**config.mk**
```make
export PLATFORM = sky130hd
export DESIGN_NAME = mp_seq_die_flat
export DESIGN_NICKNAME = d
export VERILOG_FILES = /design/src/design/mp_seq_pkg.sv /design/src/design/mp_seq_if.sv /design/src/design/mp_seq_die.sv /design/src/flat_wrapper.sv
export VERILOG_INCLUDE_DIRS = /design/src /design/src/design
export SDC_FILE = /design/constraint.sdc
export NUM_CORES = 1
export LEC_CHECK = 0
export BUFFER_PORTS_ARGS = -buffer_cell sky130_fd_sc_hd__buf_2
export CORE_MARGIN = 5
export CORE_UTILIZATION = 52
export DETAILED_ROUTE_END_ITERATION = 10
export GPL_TIMING_DRIVEN = 0
export PLACE_DENSITY = 0.69
export SLEW_MARGIN = 5
export SYNTH_ARGS = -nofsm -noshare
export SYNTH_HDL_FRONTEND = slang
export SYNTH_SLANG_ARGS = --single-unit
```
**constraint.sdc**
```tcl
create_clock -name i_clk -period 2.53 [get_ports i_clk]
set_input_delay 0.6325 -clock i_clk [delete_from_list [all_inputs] [get_ports i_clk]]
set_output_delay 0.6325 -clock i_clk [all_outputs]
set_load 0.01 [all_outputs]
```
**src/design/mp_seq_regs.svh**
```systemverilog
`ifndef MP_SEQ_REGS_SVH
`define MP_SEQ_REGS_SVH
// Opcodes
`define OP_PROG_SETUP    8'h80
`define OP_PROG_SETUP_ALT 8'h81
`define OP_COL_CHANGE    8'h85
`define OP_PROG_QUEUE    8'h11
`define OP_PROG_FINAL    8'h10
`define OP_PROG_CACHE    8'h15
`define OP_ERASE_SETUP   8'h60
`define OP_ERASE_FINAL   8'hD0
`define OP_ERASE_QUEUE   8'hD1
`define OP_STATUS        8'h70
`define OP_STATUS_SEL    8'h78
`define OP_RESET         8'hFF
// Address cycle counts
`define PROG_ADDR_CYCLES  3'h5
`define COL_ADDR_CYCLES   3'h2
`define ERASE_ADDR_CYCLES 3'h3
// Value a cleared cache byte takes
`define ERASED_BYTE 8'hFF
// Row layout: low page bits ignored for erase
`define PAGE_BITS 8
// Controller register offsets
`define REG_CMD    4'h0
`define REG_ADDR   4'h1
`define REG_STATUS 4'h2
`define REG_FAIL   4'h3
// Busy times in ns and derived cycles at 100 MHz
`define CLK_PERIOD_NS      10
`define QUEUE_BUSY_NS      500
`define CACHE_BUSY_NS      2000
`define QUEUE_BUSY_CYC     (`QUEUE_BUSY_NS / `CLK_PERIOD_NS)
`define CACHE_BUSY_CYC     (`CACHE_BUSY_NS / `CLK_PERIOD_NS)
`define PROG_TIME_CYC      1000
`define ERASE_TIME_CYC     2000
`endif

```
**src/design/mp_seq_pkg.sv**
```systemverilog
package mp_seq_pkg;
   // Kind of cycle on the command bus
   typedef enum logic [1:0] {CYC_CMD, CYC_ADDR, CYC_DATA} cyc_kind_e;
endpackage : mp_seq_pkg

```
**src/design/mp_seq_if.sv**
```systemverilog
`timescale 1ns/1ps
`default_nettype none
interface mp_seq_if;
   logic       cyc_valid;   // One cycle on the bus
   logic [1:0] cyc_kind;    // Command, address or data
   logic [7:0] cyc_byte;    // Cycle payload
   logic       ready_busy_n;// Die ready when high
   logic       status_valid;// Status byte answer valid
   logic [7:0] status_byte; // Status byte
   modport die  (input cyc_valid, cyc_kind, cyc_byte,
                 output ready_busy_n, status_valid, status_byte);
   modport ctrl (output cyc_valid, cyc_kind, cyc_byte,
                 input ready_busy_n, status_valid, status_byte);
endinterface : mp_seq_if
`default_nettype wire

```
**src/design/mp_seq_die.sv**
```systemverilog
// Decided for this implementation: the placing of the registers and the plain strobed port.
`timescale 1ns/1ps
`default_nettype none
`include "mp_seq_regs.svh"
// =====================================================================
// Overview of operation
// - 80h, five address cycles, data, 11h queues plane
// - 80h clears caches unless after 11h
// - Data at column; 85h changes column during data input only
// - After 11h both flags low for queue time
// - Program setup accepted only while die ready
// - Host polls ready pin or status 70h/78h
// - After ready, queue more or end 10h/15h
// - 10h programs all queued planes, page time
// - Per-plane fail flags after program completes
// - 15h waits array, copies, starts within cache time; here a 15h is ignored while the array is busy
// - Per-plane prior cache fail after cache time plus program time
// - 81h works as alternate setup opcode
// - Erase accepted only when both flags ready
// - 60h, three rows, D0h; page bits ignored
// - Erase busy erase time, then fail flag
// - Multi-die hosts read status with 78h only
// - 60h rows D1h queues block, queue busy
// - After ready, queue more; 60h-D0h erases all
// - Final D0h erases every queued plane block
// - 60h row 60h row D0h means D1h, D0h
// - Cache program: die ready, array busy
module mp_seq_die #(
   parameter int PLANES    = 2,
   parameter int PAGE_BYTES= 256,
   parameter int PROG_CYC  = `PROG_TIME_CYC,
   parameter int ERASE_CYC = `ERASE_TIME_CYC,
   parameter logic [PLANES-1:0] FAIL_INJECT = '0
) (
   input  wire logic       i_clk,        // 100 MHz clock
   input  wire logic       i_reset,      // Synchronous reset
   mp_seq_if.die           bus,          // Command/address/data link
   output logic            o_die_ready,  // die_ready_flag
   output logic            o_array_ready,// array_ready_flag
   output logic [PLANES-1:0] o_fail,     // op_fail_flag per plane
   output logic [PLANES-1:0] o_cache_fail// prior_cache_fail_flag per plane
);
   typedef enum logic [2:0] {S_IDLE, S_PADDR, S_PDATA, S_EADDR, S_EWAIT} seq_e;
   localparam int PB = $clog2(PLANES);
   localparam int CW = $clog2(PAGE_BYTES);

   seq_e                  st_q;
   logic [2:0]            acnt_q;
   logic [39:0]           addr_q;
   logic [CW-1:0]         col_q;
   logic                  after_queue_q;
   logic [PLANES-1:0]     queued_q;
   logic [7:0]            cache_q [PLANES][PAGE_BYTES];
   logic [23:0]           die_cnt_q;
   logic [23:0]           arr_cnt_q;
   logic                  arr_cache_q;
   logic                  col_only_q;
   logic [PLANES-1:0]     fail_q, cfail_q;
   logic [PLANES-1:0]     arr_planes_q;
   logic                  st_val_q;

   // Decoded cycle types
   wire is_cmd  = bus.cyc_valid && bus.cyc_kind == mp_seq_pkg::CYC_CMD;
   wire is_addr = bus.cyc_valid && bus.cyc_kind == mp_seq_pkg::CYC_ADDR;
   wire is_data = bus.cyc_valid && bus.cyc_kind == mp_seq_pkg::CYC_DATA;
   wire [7:0] op = bus.cyc_byte;
   wire die_rdy = die_cnt_q == '0;
   wire arr_rdy = arr_cnt_q == '0;
   // Array flag drops whenever the die is busy, so only a cache run shows die 1, array 0
   wire arr_flag  = arr_rdy && die_rdy;
   wire is_status = is_cmd && (op == `OP_STATUS || op == `OP_STATUS_SEL);
   wire is_setup = op == `OP_PROG_SETUP || op == `OP_PROG_SETUP_ALT;
   // Plane select from the row: lowest block bit above the page bits, which are ignored
   wire [PB-1:0]     plane = PB'(addr_q[`PAGE_BITS +: PB]);
   wire [PLANES-1:0] sel   = PLANES'(1) << plane;

   // Sequencer
   always_ff @(posedge i_clk) begin
      if (i_reset) begin
         st_q          <= S_IDLE;
         acnt_q        <= '0;
         addr_q        <= '0;
         col_q         <= '0;
         after_queue_q <= 1'b0;
         queued_q      <= '0;
         die_cnt_q     <= '0;
         arr_cnt_q     <= '0;
         arr_cache_q   <= 1'b0;
         col_only_q    <= 1'b0;
         fail_q        <= '0;
         cfail_q       <= '0;
         arr_planes_q  <= '0;
         st_val_q      <= 1'b0;
      end else begin
         st_val_q <= 1'b0;
         // Busy counters run down on their own; the reset opcode only returns to idle and empties the queue
         if (!die_rdy) die_cnt_q <= die_cnt_q - 24'h1;
         if (!arr_rdy) begin
            arr_cnt_q <= arr_cnt_q - 24'h1;
            if (arr_cnt_q == 24'h1) begin
               if (arr_cache_q) cfail_q <= FAIL_INJECT & arr_planes_q;
               else fail_q <= FAIL_INJECT & arr_planes_q;
               arr_cache_q <= 1'b0;
            end
         end
         if (is_cmd && op == `OP_RESET) begin
            st_q          <= S_IDLE;
            queued_q      <= '0;
            after_queue_q <= 1'b0;
         end else if (is_status) begin
            st_val_q <= 1'b1;
         end else if (is_cmd && die_rdy) begin
            case (1'b1)
               is_setup && st_q == S_IDLE: begin
                  // A plane queued by 11h keeps its cache data for the final confirm
                  if (!after_queue_q) begin
                     for (int p = 0; p < PLANES; p++) begin
                        for (int b = 0; b < PAGE_BYTES; b++) begin
                           cache_q[p][b] <= `ERASED_BYTE;
                        end
                     end
                  end
                  st_q       <= S_PADDR;
                  acnt_q     <= '0;
                  col_only_q <= 1'b0;
               end
               op == `OP_COL_CHANGE && st_q == S_PDATA: begin
                  st_q       <= S_PADDR;
                  acnt_q     <= '0;
                  col_only_q <= 1'b1;
               end
               op == `OP_PROG_QUEUE && st_q == S_PDATA: begin
                  queued_q      <= queued_q | sel;
                  after_queue_q <= 1'b1;
                  die_cnt_q     <= 24'(`QUEUE_BUSY_CYC);
                  st_q          <= S_IDLE;
               end
               op == `OP_PROG_FINAL && st_q == S_PDATA && arr_rdy: begin
                  arr_planes_q  <= queued_q | sel;
                  queued_q      <= '0;
                  arr_cnt_q     <= 24'(PROG_CYC);
                  die_cnt_q     <= 24'(PROG_CYC);
                  after_queue_q <= 1'b0;
                  fail_q        <= '0;
                  st_q          <= S_IDLE;
               end
               op == `OP_PROG_CACHE && st_q == S_PDATA && arr_rdy: begin
                  arr_planes_q  <= queued_q | sel;
                  queued_q      <= '0;
                  die_cnt_q     <= 24'(`CACHE_BUSY_CYC);
                  // Array write begins after the copy, so the array outlasts the die busy
                  arr_cnt_q     <= 24'(`CACHE_BUSY_CYC + PROG_CYC);
                  arr_cache_q   <= 1'b1;
                  after_queue_q <= 1'b0;
                  st_q          <= S_IDLE;
               end
               op == `OP_ERASE_SETUP && (st_q == S_IDLE || st_q == S_EWAIT)
                  && arr_rdy: begin
                  if (st_q == S_EWAIT) queued_q <= queued_q | sel;
                  st_q   <= S_EADDR;
                  acnt_q <= '0;
               end
               op == `OP_ERASE_QUEUE && st_q == S_EWAIT: begin
                  queued_q  <= queued_q | sel;
                  die_cnt_q <= 24'(`QUEUE_BUSY_CYC);
                  st_q      <= S_IDLE;
               end
               op == `OP_ERASE_FINAL && st_q == S_EWAIT: begin
                  arr_planes_q <= queued_q | sel;
                  queued_q     <= '0;
                  arr_cnt_q    <= 24'(ERASE_CYC);
                  die_cnt_q    <= 24'(ERASE_CYC);
                  fail_q       <= '0;
                  st_q         <= S_IDLE;
               end
               default: st_q <= st_q;
            endcase
         end else if (is_addr && st_q == S_PADDR) begin
            acnt_q <= acnt_q + 3'h1;
            // A column change rewrites the column only, so the plane row stays put
            if (!col_only_q) addr_q <= {addr_q[31:0], op};
            if (acnt_q == 3'h0) col_q <= CW'(op);
            if (acnt_q == 3'h1) col_q <= CW'({op, 8'(col_q)});
            if (acnt_q == (col_only_q ? `COL_ADDR_CYCLES : `PROG_ADDR_CYCLES) - 3'h1) begin
               st_q <= S_PDATA;
            end
         end else if (is_addr && st_q == S_EADDR) begin
            addr_q <= {addr_q[31:0], op};
            acnt_q <= acnt_q + 3'h1;
            if (acnt_q == `ERASE_ADDR_CYCLES - 3'h1) st_q <= S_EWAIT;
         end else if (is_data && st_q == S_PDATA) begin
            cache_q[plane][col_q] <= op;
            col_q <= col_q + CW'(1);
         end
      end
   end

   // Status outputs straight from flops
   always_ff @(posedge i_clk) begin
      if (i_reset) begin
         o_die_ready      <= 1'b1;
         o_array_ready    <= 1'b1;
         o_fail           <= '0;
         o_cache_fail     <= '0;
         bus.ready_busy_n <= 1'b1;
         bus.status_valid <= 1'b0;
         bus.status_byte  <= '0;
      end else begin
         o_die_ready      <= die_rdy;
         o_array_ready    <= arr_flag;
         o_fail           <= fail_q;
         o_cache_fail     <= cfail_q;
         bus.ready_busy_n <= die_rdy;
         bus.status_valid <= st_val_q;
         bus.status_byte  <= {1'b1, die_rdy, arr_flag, 3'h0, |cfail_q, |fail_q};
      end
   end
endmodule : mp_seq_die
`default_nettype wire

```
**src/flat_wrapper.sv**
```systemverilog
// flat-port wrapper written by rule: the top's interface ports become plain ports
module mp_seq_die_flat 
#(
   parameter int PLANES    = 2,
   parameter int PAGE_BYTES= 256,
   parameter int PROG_CYC  = `PROG_TIME_CYC,
   parameter int ERASE_CYC = `ERASE_TIME_CYC,
   parameter logic [PLANES-1:0] FAIL_INJECT = '0
)
  (i_clk, i_reset, o_die_ready, o_array_ready, o_fail, o_cache_fail, bus_cyc_valid, bus_cyc_kind, bus_cyc_byte, bus_ready_busy_n, bus_status_valid, bus_status_byte);
  mp_seq_if bus_i ();
  input  wire logic i_clk;
  input  wire logic i_reset;
  output logic o_die_ready;
  output logic o_array_ready;
  output logic [PLANES-1:0] o_fail;
  output logic [PLANES-1:0] o_cache_fail;
  input wire logic [$bits(bus_i.cyc_valid)-1:0] bus_cyc_valid;
  input wire logic [$bits(bus_i.cyc_kind)-1:0] bus_cyc_kind;
  input wire logic [$bits(bus_i.cyc_byte)-1:0] bus_cyc_byte;
  output wire logic [$bits(bus_i.ready_busy_n)-1:0] bus_ready_busy_n;
  output wire logic [$bits(bus_i.status_valid)-1:0] bus_status_valid;
  output wire logic [$bits(bus_i.status_byte)-1:0] bus_status_byte;
  assign bus_i.cyc_valid = bus_cyc_valid;
  assign bus_i.cyc_kind = bus_cyc_kind;
  assign bus_i.cyc_byte = bus_cyc_byte;
  assign bus_ready_busy_n = bus_i.ready_busy_n;
  assign bus_status_valid = bus_i.status_valid;
  assign bus_status_byte = bus_i.status_byte;
  mp_seq_die #(.PLANES(PLANES), .PAGE_BYTES(PAGE_BYTES), .PROG_CYC(PROG_CYC), .ERASE_CYC(ERASE_CYC), .FAIL_INJECT(FAIL_INJECT)) u_core (.i_clk(i_clk), .i_reset(i_reset), .bus(bus_i), .o_die_ready(o_die_ready), .o_array_ready(o_array_ready), .o_fail(o_fail), .o_cache_fail(o_cache_fail));
endmodule
```
# Word-level counts from Yosys, hierarchy flattened
# Index checks and enable logic that the tools add are counted.
[totals]
regBits = 71
out_inout_bits = 16
[classes]
n_addsub = 4
eq_ne = 26
n_mux = 75
bitwise_logic = 2
reduce_logical = 34
[ops]
columns = ["op", "count"]
rows = [
  ["$mux W24", 24],
  ["$mux W3", 23],
  ["$eq A8 B8 Y1 const B", 6],
  ["$logic_not A24 Y1", 2],
  ["$sub A24 B1 Y24 const B", 2],
  ["$mux W2", 14],
  ["$eq A24 B1 Y1 const B", 1],
  ["$eq A8 B5 Y1 const B", 3],
  ["$eq A8 B7 Y1 const B", 3],
  ["$logic_and A1 B1 Y1", 19],
  ["$ne A4 B4 Y1 const B", 4],
  ["$mux W1", 13],
  ["$eq A3 B2 Y1 const B", 3],
  ["$ne A9 B9 Y1 const B", 1],
  ["$mux W8", 1],
  ["$reduce_and A7 Y1", 1],
  ["$reduce_bool A3 Y1", 2],
  ["$reduce_and A5 Y1", 1],
  ["$reduce_and A4 Y1", 1],
  ["$reduce_or A2 Y1", 2],
  ["$add A3 B1 Y3 const B", 1],
  ["$eq A3 B1 Y1 const B", 1],
  ["$eq A3 B3 Y1", 1],
  ["$eq A3 B3 Y1 const B", 1],
  ["8 further kinds", 11],
]

# Logic depth before layout (Yosys ltp)
[logic_depth]
depth_word = 14
depth_mapped = 10

# Worst setup path before layout
# OpenSTA, ideal clock, no wires.
[synth_timing]
path_kind = "input -> register"
startpoint = "in bus_cyc_byte[1]"
endpoint = "reg u_core.st_q[1]"
setup_ns = 0.072
arrival_ns = 2.294
required_ns = 2.458
slack_ns = 0.164
cell_stages = 7
path_buffers = 1
cell_sequence = "or3_1 -> buf_2 -> or4_4 -> nor3_4 -> nor2_2 -> a311oi_2 -> mux2i_1"
[synth_between]
elab_chain_cells = 10
word_cells_on_any_way = 39
cone_classes = "eq/ne: 13; mux: 8; bitwise: 1; reduce/logical: 17"
[synth_rtl]
columns = ["element", "line_no", "text"]
rows = [
  ["start: declaration", "flat_wrapper.sv:20", "input wire logic [$bits(bus_i.cyc_byte)-1:0] bus_cyc_byte;"],
  ["$eq A8 B8 Y1 (no line) / $eq A8 B7 Y1 (equally long branches)", "-", ""],
  ["$logic_and A1 B1 Y1, on equally long branches", "mp_seq_die.sv:163, mp_seq_die.sv:157", ""],
  ["$mux W3 / $logic_and A1 B1 Y1 (equally long branches)", "mp_seq_die.sv:113, mp_seq_die.sv:157", ""],
  ["$mux W3 (6 in a row)", "mp_seq_die.sv:113", "case (1'b1)"],
  ["$mux W3", "mp_seq_die.sv:112", "end else if (is_cmd && die_rdy) begin"],
  ["end signal: assignment", "mp_seq_die.sv:176", "default: st_q <= st_q;"],
  ["end: declaration", "mp_seq_die.sv:47", "seq_e st_q;"],
]
# Several ways; a longest one is shown, not always the timed one.
# A chain may end at the register's enable or synchronous reset.

# Worst setup path in the final report
[layout_timing]
startpoint = "reg u_core.die_cnt_q[0]"
endpoint = "reg u_core.fail_q[1]"
[layout_between]
elab_chain_cells = 5
[layout_rtl]
columns = ["element", "line_no", "text"]
rows = [
  ["start: declaration", "mp_seq_die.sv:54", "logic [23:0] die_cnt_q;"],
  ["start signal: assignment", "mp_seq_die.sv:97", "if (!die_rdy) die_cnt_q <= die_cnt_q - 24'h1;"],
  ["start signal: assignment", "mp_seq_die.sv:135", "die_cnt_q <= 24'(`QUEUE_BUSY_CYC);"],
  ["start signal: assignment", "mp_seq_die.sv:142", "die_cnt_q <= 24'(PROG_CYC);"],
  ["$logic_not A24 Y1", "mp_seq_die.sv:67", "wire die_rdy = die_cnt_q == '0;"],
  ["$logic_and A1 B1 Y1", "mp_seq_die.sv:112", ""],
  ["$mux W2", "mp_seq_die.sv:112", ""],
  ["$mux W2", "mp_seq_die.sv:110", "end else if (is_status) begin"],
  ["$mux W2", "mp_seq_die.sv:106", "if (is_cmd && op == `OP_RESET) begin"],
  ["end signal: assignment", "mp_seq_die.sv:102", "else fail_q <= FAIL_INJECT & arr_planes_q;"],
  ["end: declaration", "mp_seq_die.sv:58", "logic [PLANES-1:0] fail_q, cfail_q;"],
]
# Every way passes these cells.

==> impl_results.md <==
- Outcome: complete, no violations
- Mapped Area: 3710 um^2
- Complex-gate fraction of the synthesized area: 0.130
- Initial Utilization: 0.540
- Worst-Skew Late Latency: 0.35 ns
- Clk_skew: 0.00756 ns
- Synth Flop Type: dfxtp_1
- Worst Setup Start Kind: register
- Core area: 6870 um^2
- Final setup viols: 0
- Post-synthesis xor/xnor area fraction: 0.0969
- WL/cell: 14.0 um
- Total CTS buffers: 9
- Critical path class: register to register
- Dpl hpwl: 5.67 mm
- Vias in the first global route: 2904
- Starting DRC count in detailed routing: 157
- DR DRC count: 0
- Vias per inst: 5.46
- I/O Buffers: 22
- CP Cell Sequence: inv_1 -> ha_1 -> nor3b_4 -> nand3_1 -> or3_1 -> buf_2 -> nor2_8 -> o2111ai_2 -> and3b_1
- Cts hold-fix bufs: 0
- Global-route wire length before repair: 13.1 mm
- CP delay by family, top: simple AND/OR/NAND/NOR gates
- Warnings from Yosys: 0
- Nets: 491
- Die height: 94.4 um
- Achievable Freq: 417 MHz
- Pwr dens: 1280 nW/um^2
- Distinct cell type count after synthesis: 70
- Asr flop ratio synth: 0
- Die W: 94.4 um
- Worst vdd ir: 0.664 mV
- Setup ws final: 0.132 ns
- CP endpoint kind: register
- Dpl ws: -0.197 ns
- Crit-path max cell delay: 0.35 ns
- Portion of netlist area occupied by mux cells: 0.00270
- Least-Margin Pin Slew: 0.673 ns
- CTS tree: yes
- Placer Congestion: 0.901
- H-tree depth: 3
- Slew Viols, Final: 0
- Via count: 3126
- Largest net degree at the start of global routing: 13
- Combinational family with the most area after synthesis: simple AND/OR/NAND/NOR gates
- Adder-cell area share of the yosys netlist: 0.0202
- Slowest CP cell: or3_1
- Initial antenna violation count: 0
- I/O pin count: 29
- # Max-Cap Violations: 0
- Mean Syn Cell Area: 8.58 um^2
- DRT antenna net count: 0
- Routed WL: 8.04 mm
- Std-Cell Rows: 30
- GRT overflow: 0
- Clock Root Buffer: clkbuf_8
- Final period util: 0.948
- Post-synthesis simple-gate area fraction: 0.346
- Antenna cells: 0
- Max_slew headroom: 0.547
- Clock-pin slew on the worst setup and hold paths: 0.08 ns
- Ratio of cells with drive above 1 in the final layout: 0.184
- CP max FO: 9
- Register area share after synthesis: 0.367
- Drt pass-1 iters: 4
- Worst path bufs/invs: 2
- Hold WC Path Type: register to register
- Area Growth Syn to Fin: 15.2%
- Post-Synthesis Cells: 432
- # placed instances: 555
- FF+latch count, synth: 68
- Final-report hold violation count: 0
- Min cycle time layout: 2.40 ns
- Gr usage total: 0.185
- Number of synthesized flops with an enable pin: 0
- Sinks on Clock Net: 68
- Req. time, crit path: 2.78 ns
- RSZ-0062 raised after global routing: false
- Leak: 1.64 nW
- Critical Path AT: 2.64 ns
- Clock buffer depth: 2
- Die area: 8920 um^2
- Non-Filler Instances: 573
## kinds of logic (layout without fill, tap and decap cells)
kind of cell,Yosys count,in the layout
other cells,1,6
mux,1,1
compound gates,67,67
simple gates,222,222
xor+xnor,41,41
buf+inv,26,66
fa+ha+maj,6,6
flops,68,68
## per-stage QoR
step / hold WS (ns) / TNS, ns / area (um^2) / util / total power [W]
final: 0.442 / 0 / 4270 / 0.621 / 0.00549
after CTS: 0.447 / 0 / 4190 / 0.610 / 0.00534
after detailed placement: 0.422 / -4.20 / 3960 / 0.576 / 0.00427
after global placement: 0.422 / -4.68 / 3960 / 0.576 / 0.00423
after floorplan: 0.414 / 0 / 3730 / - / 0.00379
after global routing: 0.467 / 0 / 4270 / 0.621 / 0.00594
## registers in the layout (all words and copies together) (netlist names), 2 cells and up
register / flops
u_core.fail_q: 2
u_core.die_cnt_q: 24
u_core.o_fail: 2
u_core.st_q: 3
u_core.acnt_q: 3
u_core.arr_cnt_q: 24
u_core.bus.status_byte: 4
## placed cells by master, fill, tap and decap left out, types with 3 or more instances in the layout
cell type and instances:
nor2b_1 7, and2_1 6, o21a_1 3, nor4_4 5
and4_1 3, inv_1 8, nor3b_1 3, or4_4 3
nor3_2 4, nand4b_1 3, nand2_1 38, nand2b_1 5
or2_1 3, nand4_1 5, clkbuf_8 11, nor4_1 7
o211ai_1 5, ha_1 6, a21oi_1 31, conb_1 6
dfxtp_1 68, nand3b_1 7, nand3_1 13, nor2_1 61
nor3_1 19, xnor2_1 18, buf_4 11, xor2_1 23
or3_1 3, o21ai_0 4, or2_2 4, buf_2 26
clkbuf_1 5
## worst reg2reg max path, cell delays in order, from the launching register on
cell and delay [ns]:
dfxtp_1 0.33, inv_1 0.09, ha_1 0.18, nor3b_4 0.24, nand3_1 0.19, or3_1 0.35
buf_2 0.20, nor2_8 0.17, o2111ai_2 0.28, and3b_1 0.28
## repair_timing
| action | CTS | global route |
|---|---|---|
| gates resized for setup | 0 | 9 |
| setup endpoints to repair | 0 | 33 |
| buffers inserted | 0 | 2 |
## per-layer routing
layer,up-vias,share of wire,GRT usage
met4,0,0.022,0.0794
li1,1602,-,-
met3,16,0.042,0.0454
met1,1445,0.46,0.225
met5,-,0,0
met2,63,0.48,0.310
## synth_stat cells, types with 2 or more instances
cell | count | area [um^2]
nor3_1 | 20 | 100
a31oi_1 | 2 | 12.5
a311oi_1 | 2 | 17.5
o21a_1 | 3 | 22.5
nor4b_1 | 2 | 17.5
clkbuf_1 | 5 | 18.8
inv_1 | 8 | 30.0
and2_1 | 6 | 37.5
and4b_1 | 2 | 20.0
buf_2 | 4 | 20.0
and4_1 | 3 | 26.3
or2_2 | 4 | 25.0
o211ai_1 | 5 | 37.5
or4_4 | 3 | 33.8
nor3b_1 | 3 | 22.5
nor2_2 | 2 | 12.5
nor4_1 | 10 | 62.6
nand3_1 | 13 | 65.1
nand4b_1 | 3 | 26.3
nor4_4 | 3 | 63.8
nor2b_1 | 7 | 43.8
nand4_1 | 5 | 31.3
xor2_1 | 23 | 201
o21ai_0 | 4 | 20.0
nor3_2 | 3 | 30.0
or3_2 | 2 | 15.0
nand2_1 | 38 | 143
and3_1 | 2 | 12.5
nand3b_1 | 7 | 52.6
dfxtp_1 | 68 | 1360
nor2_1 | 61 | 229
ha_1 | 6 | 75.1
xnor2_1 | 18 | 158
a221oi_1 | 2 | 17.5
or3_1 | 3 | 18.8
a211oi_1 | 2 | 15.0
nand2b_1 | 5 | 31.3
buf_4 | 9 | 67.6
a21oi_1 | 31 | 155
or2_1 | 3 | 18.8
## layout make-up
type / count / area (um^2)
buffer: 18 / 106
clock buffer: 11 / 151
clock inverter: 5 / 83.8
fill: 615 / 2600
inverter: 8 / 30.0
multi-input combinational: 343 / 2290
sequential: 68 / 1360
tap: 96 / 120
timing repair buffer: 24 / 125
## path summary, 6_finish.rpt
check,slack (ns),cells past startpoint,endpoint,startpoint
setup reg to reg,0.13,9,u_core.fail_q[1],u_core.die_cnt_q[0]
setup / recovery,0.13,9,u_core.fail_q[1],u_core.die_cnt_q[0]
hold / removal,0.44,1,u_core.bus.status_valid,u_core.st_val_q
hold reg to reg,0.44,1,u_core.bus.status_valid,u_core.st_val_q
## report_power, final
group / internal [W] / total, W / switching (W)
clock: 0.000610 / 0.00104 / 0.000426
combinational: 0.00114 / 0.00274 / 0.00160
sequential: 0.00138 / 0.00171 / 0.000331
total: 0.00313 / 0.00549 / 0.00236
No activity file was read; power rests on OpenSTA's default activity.
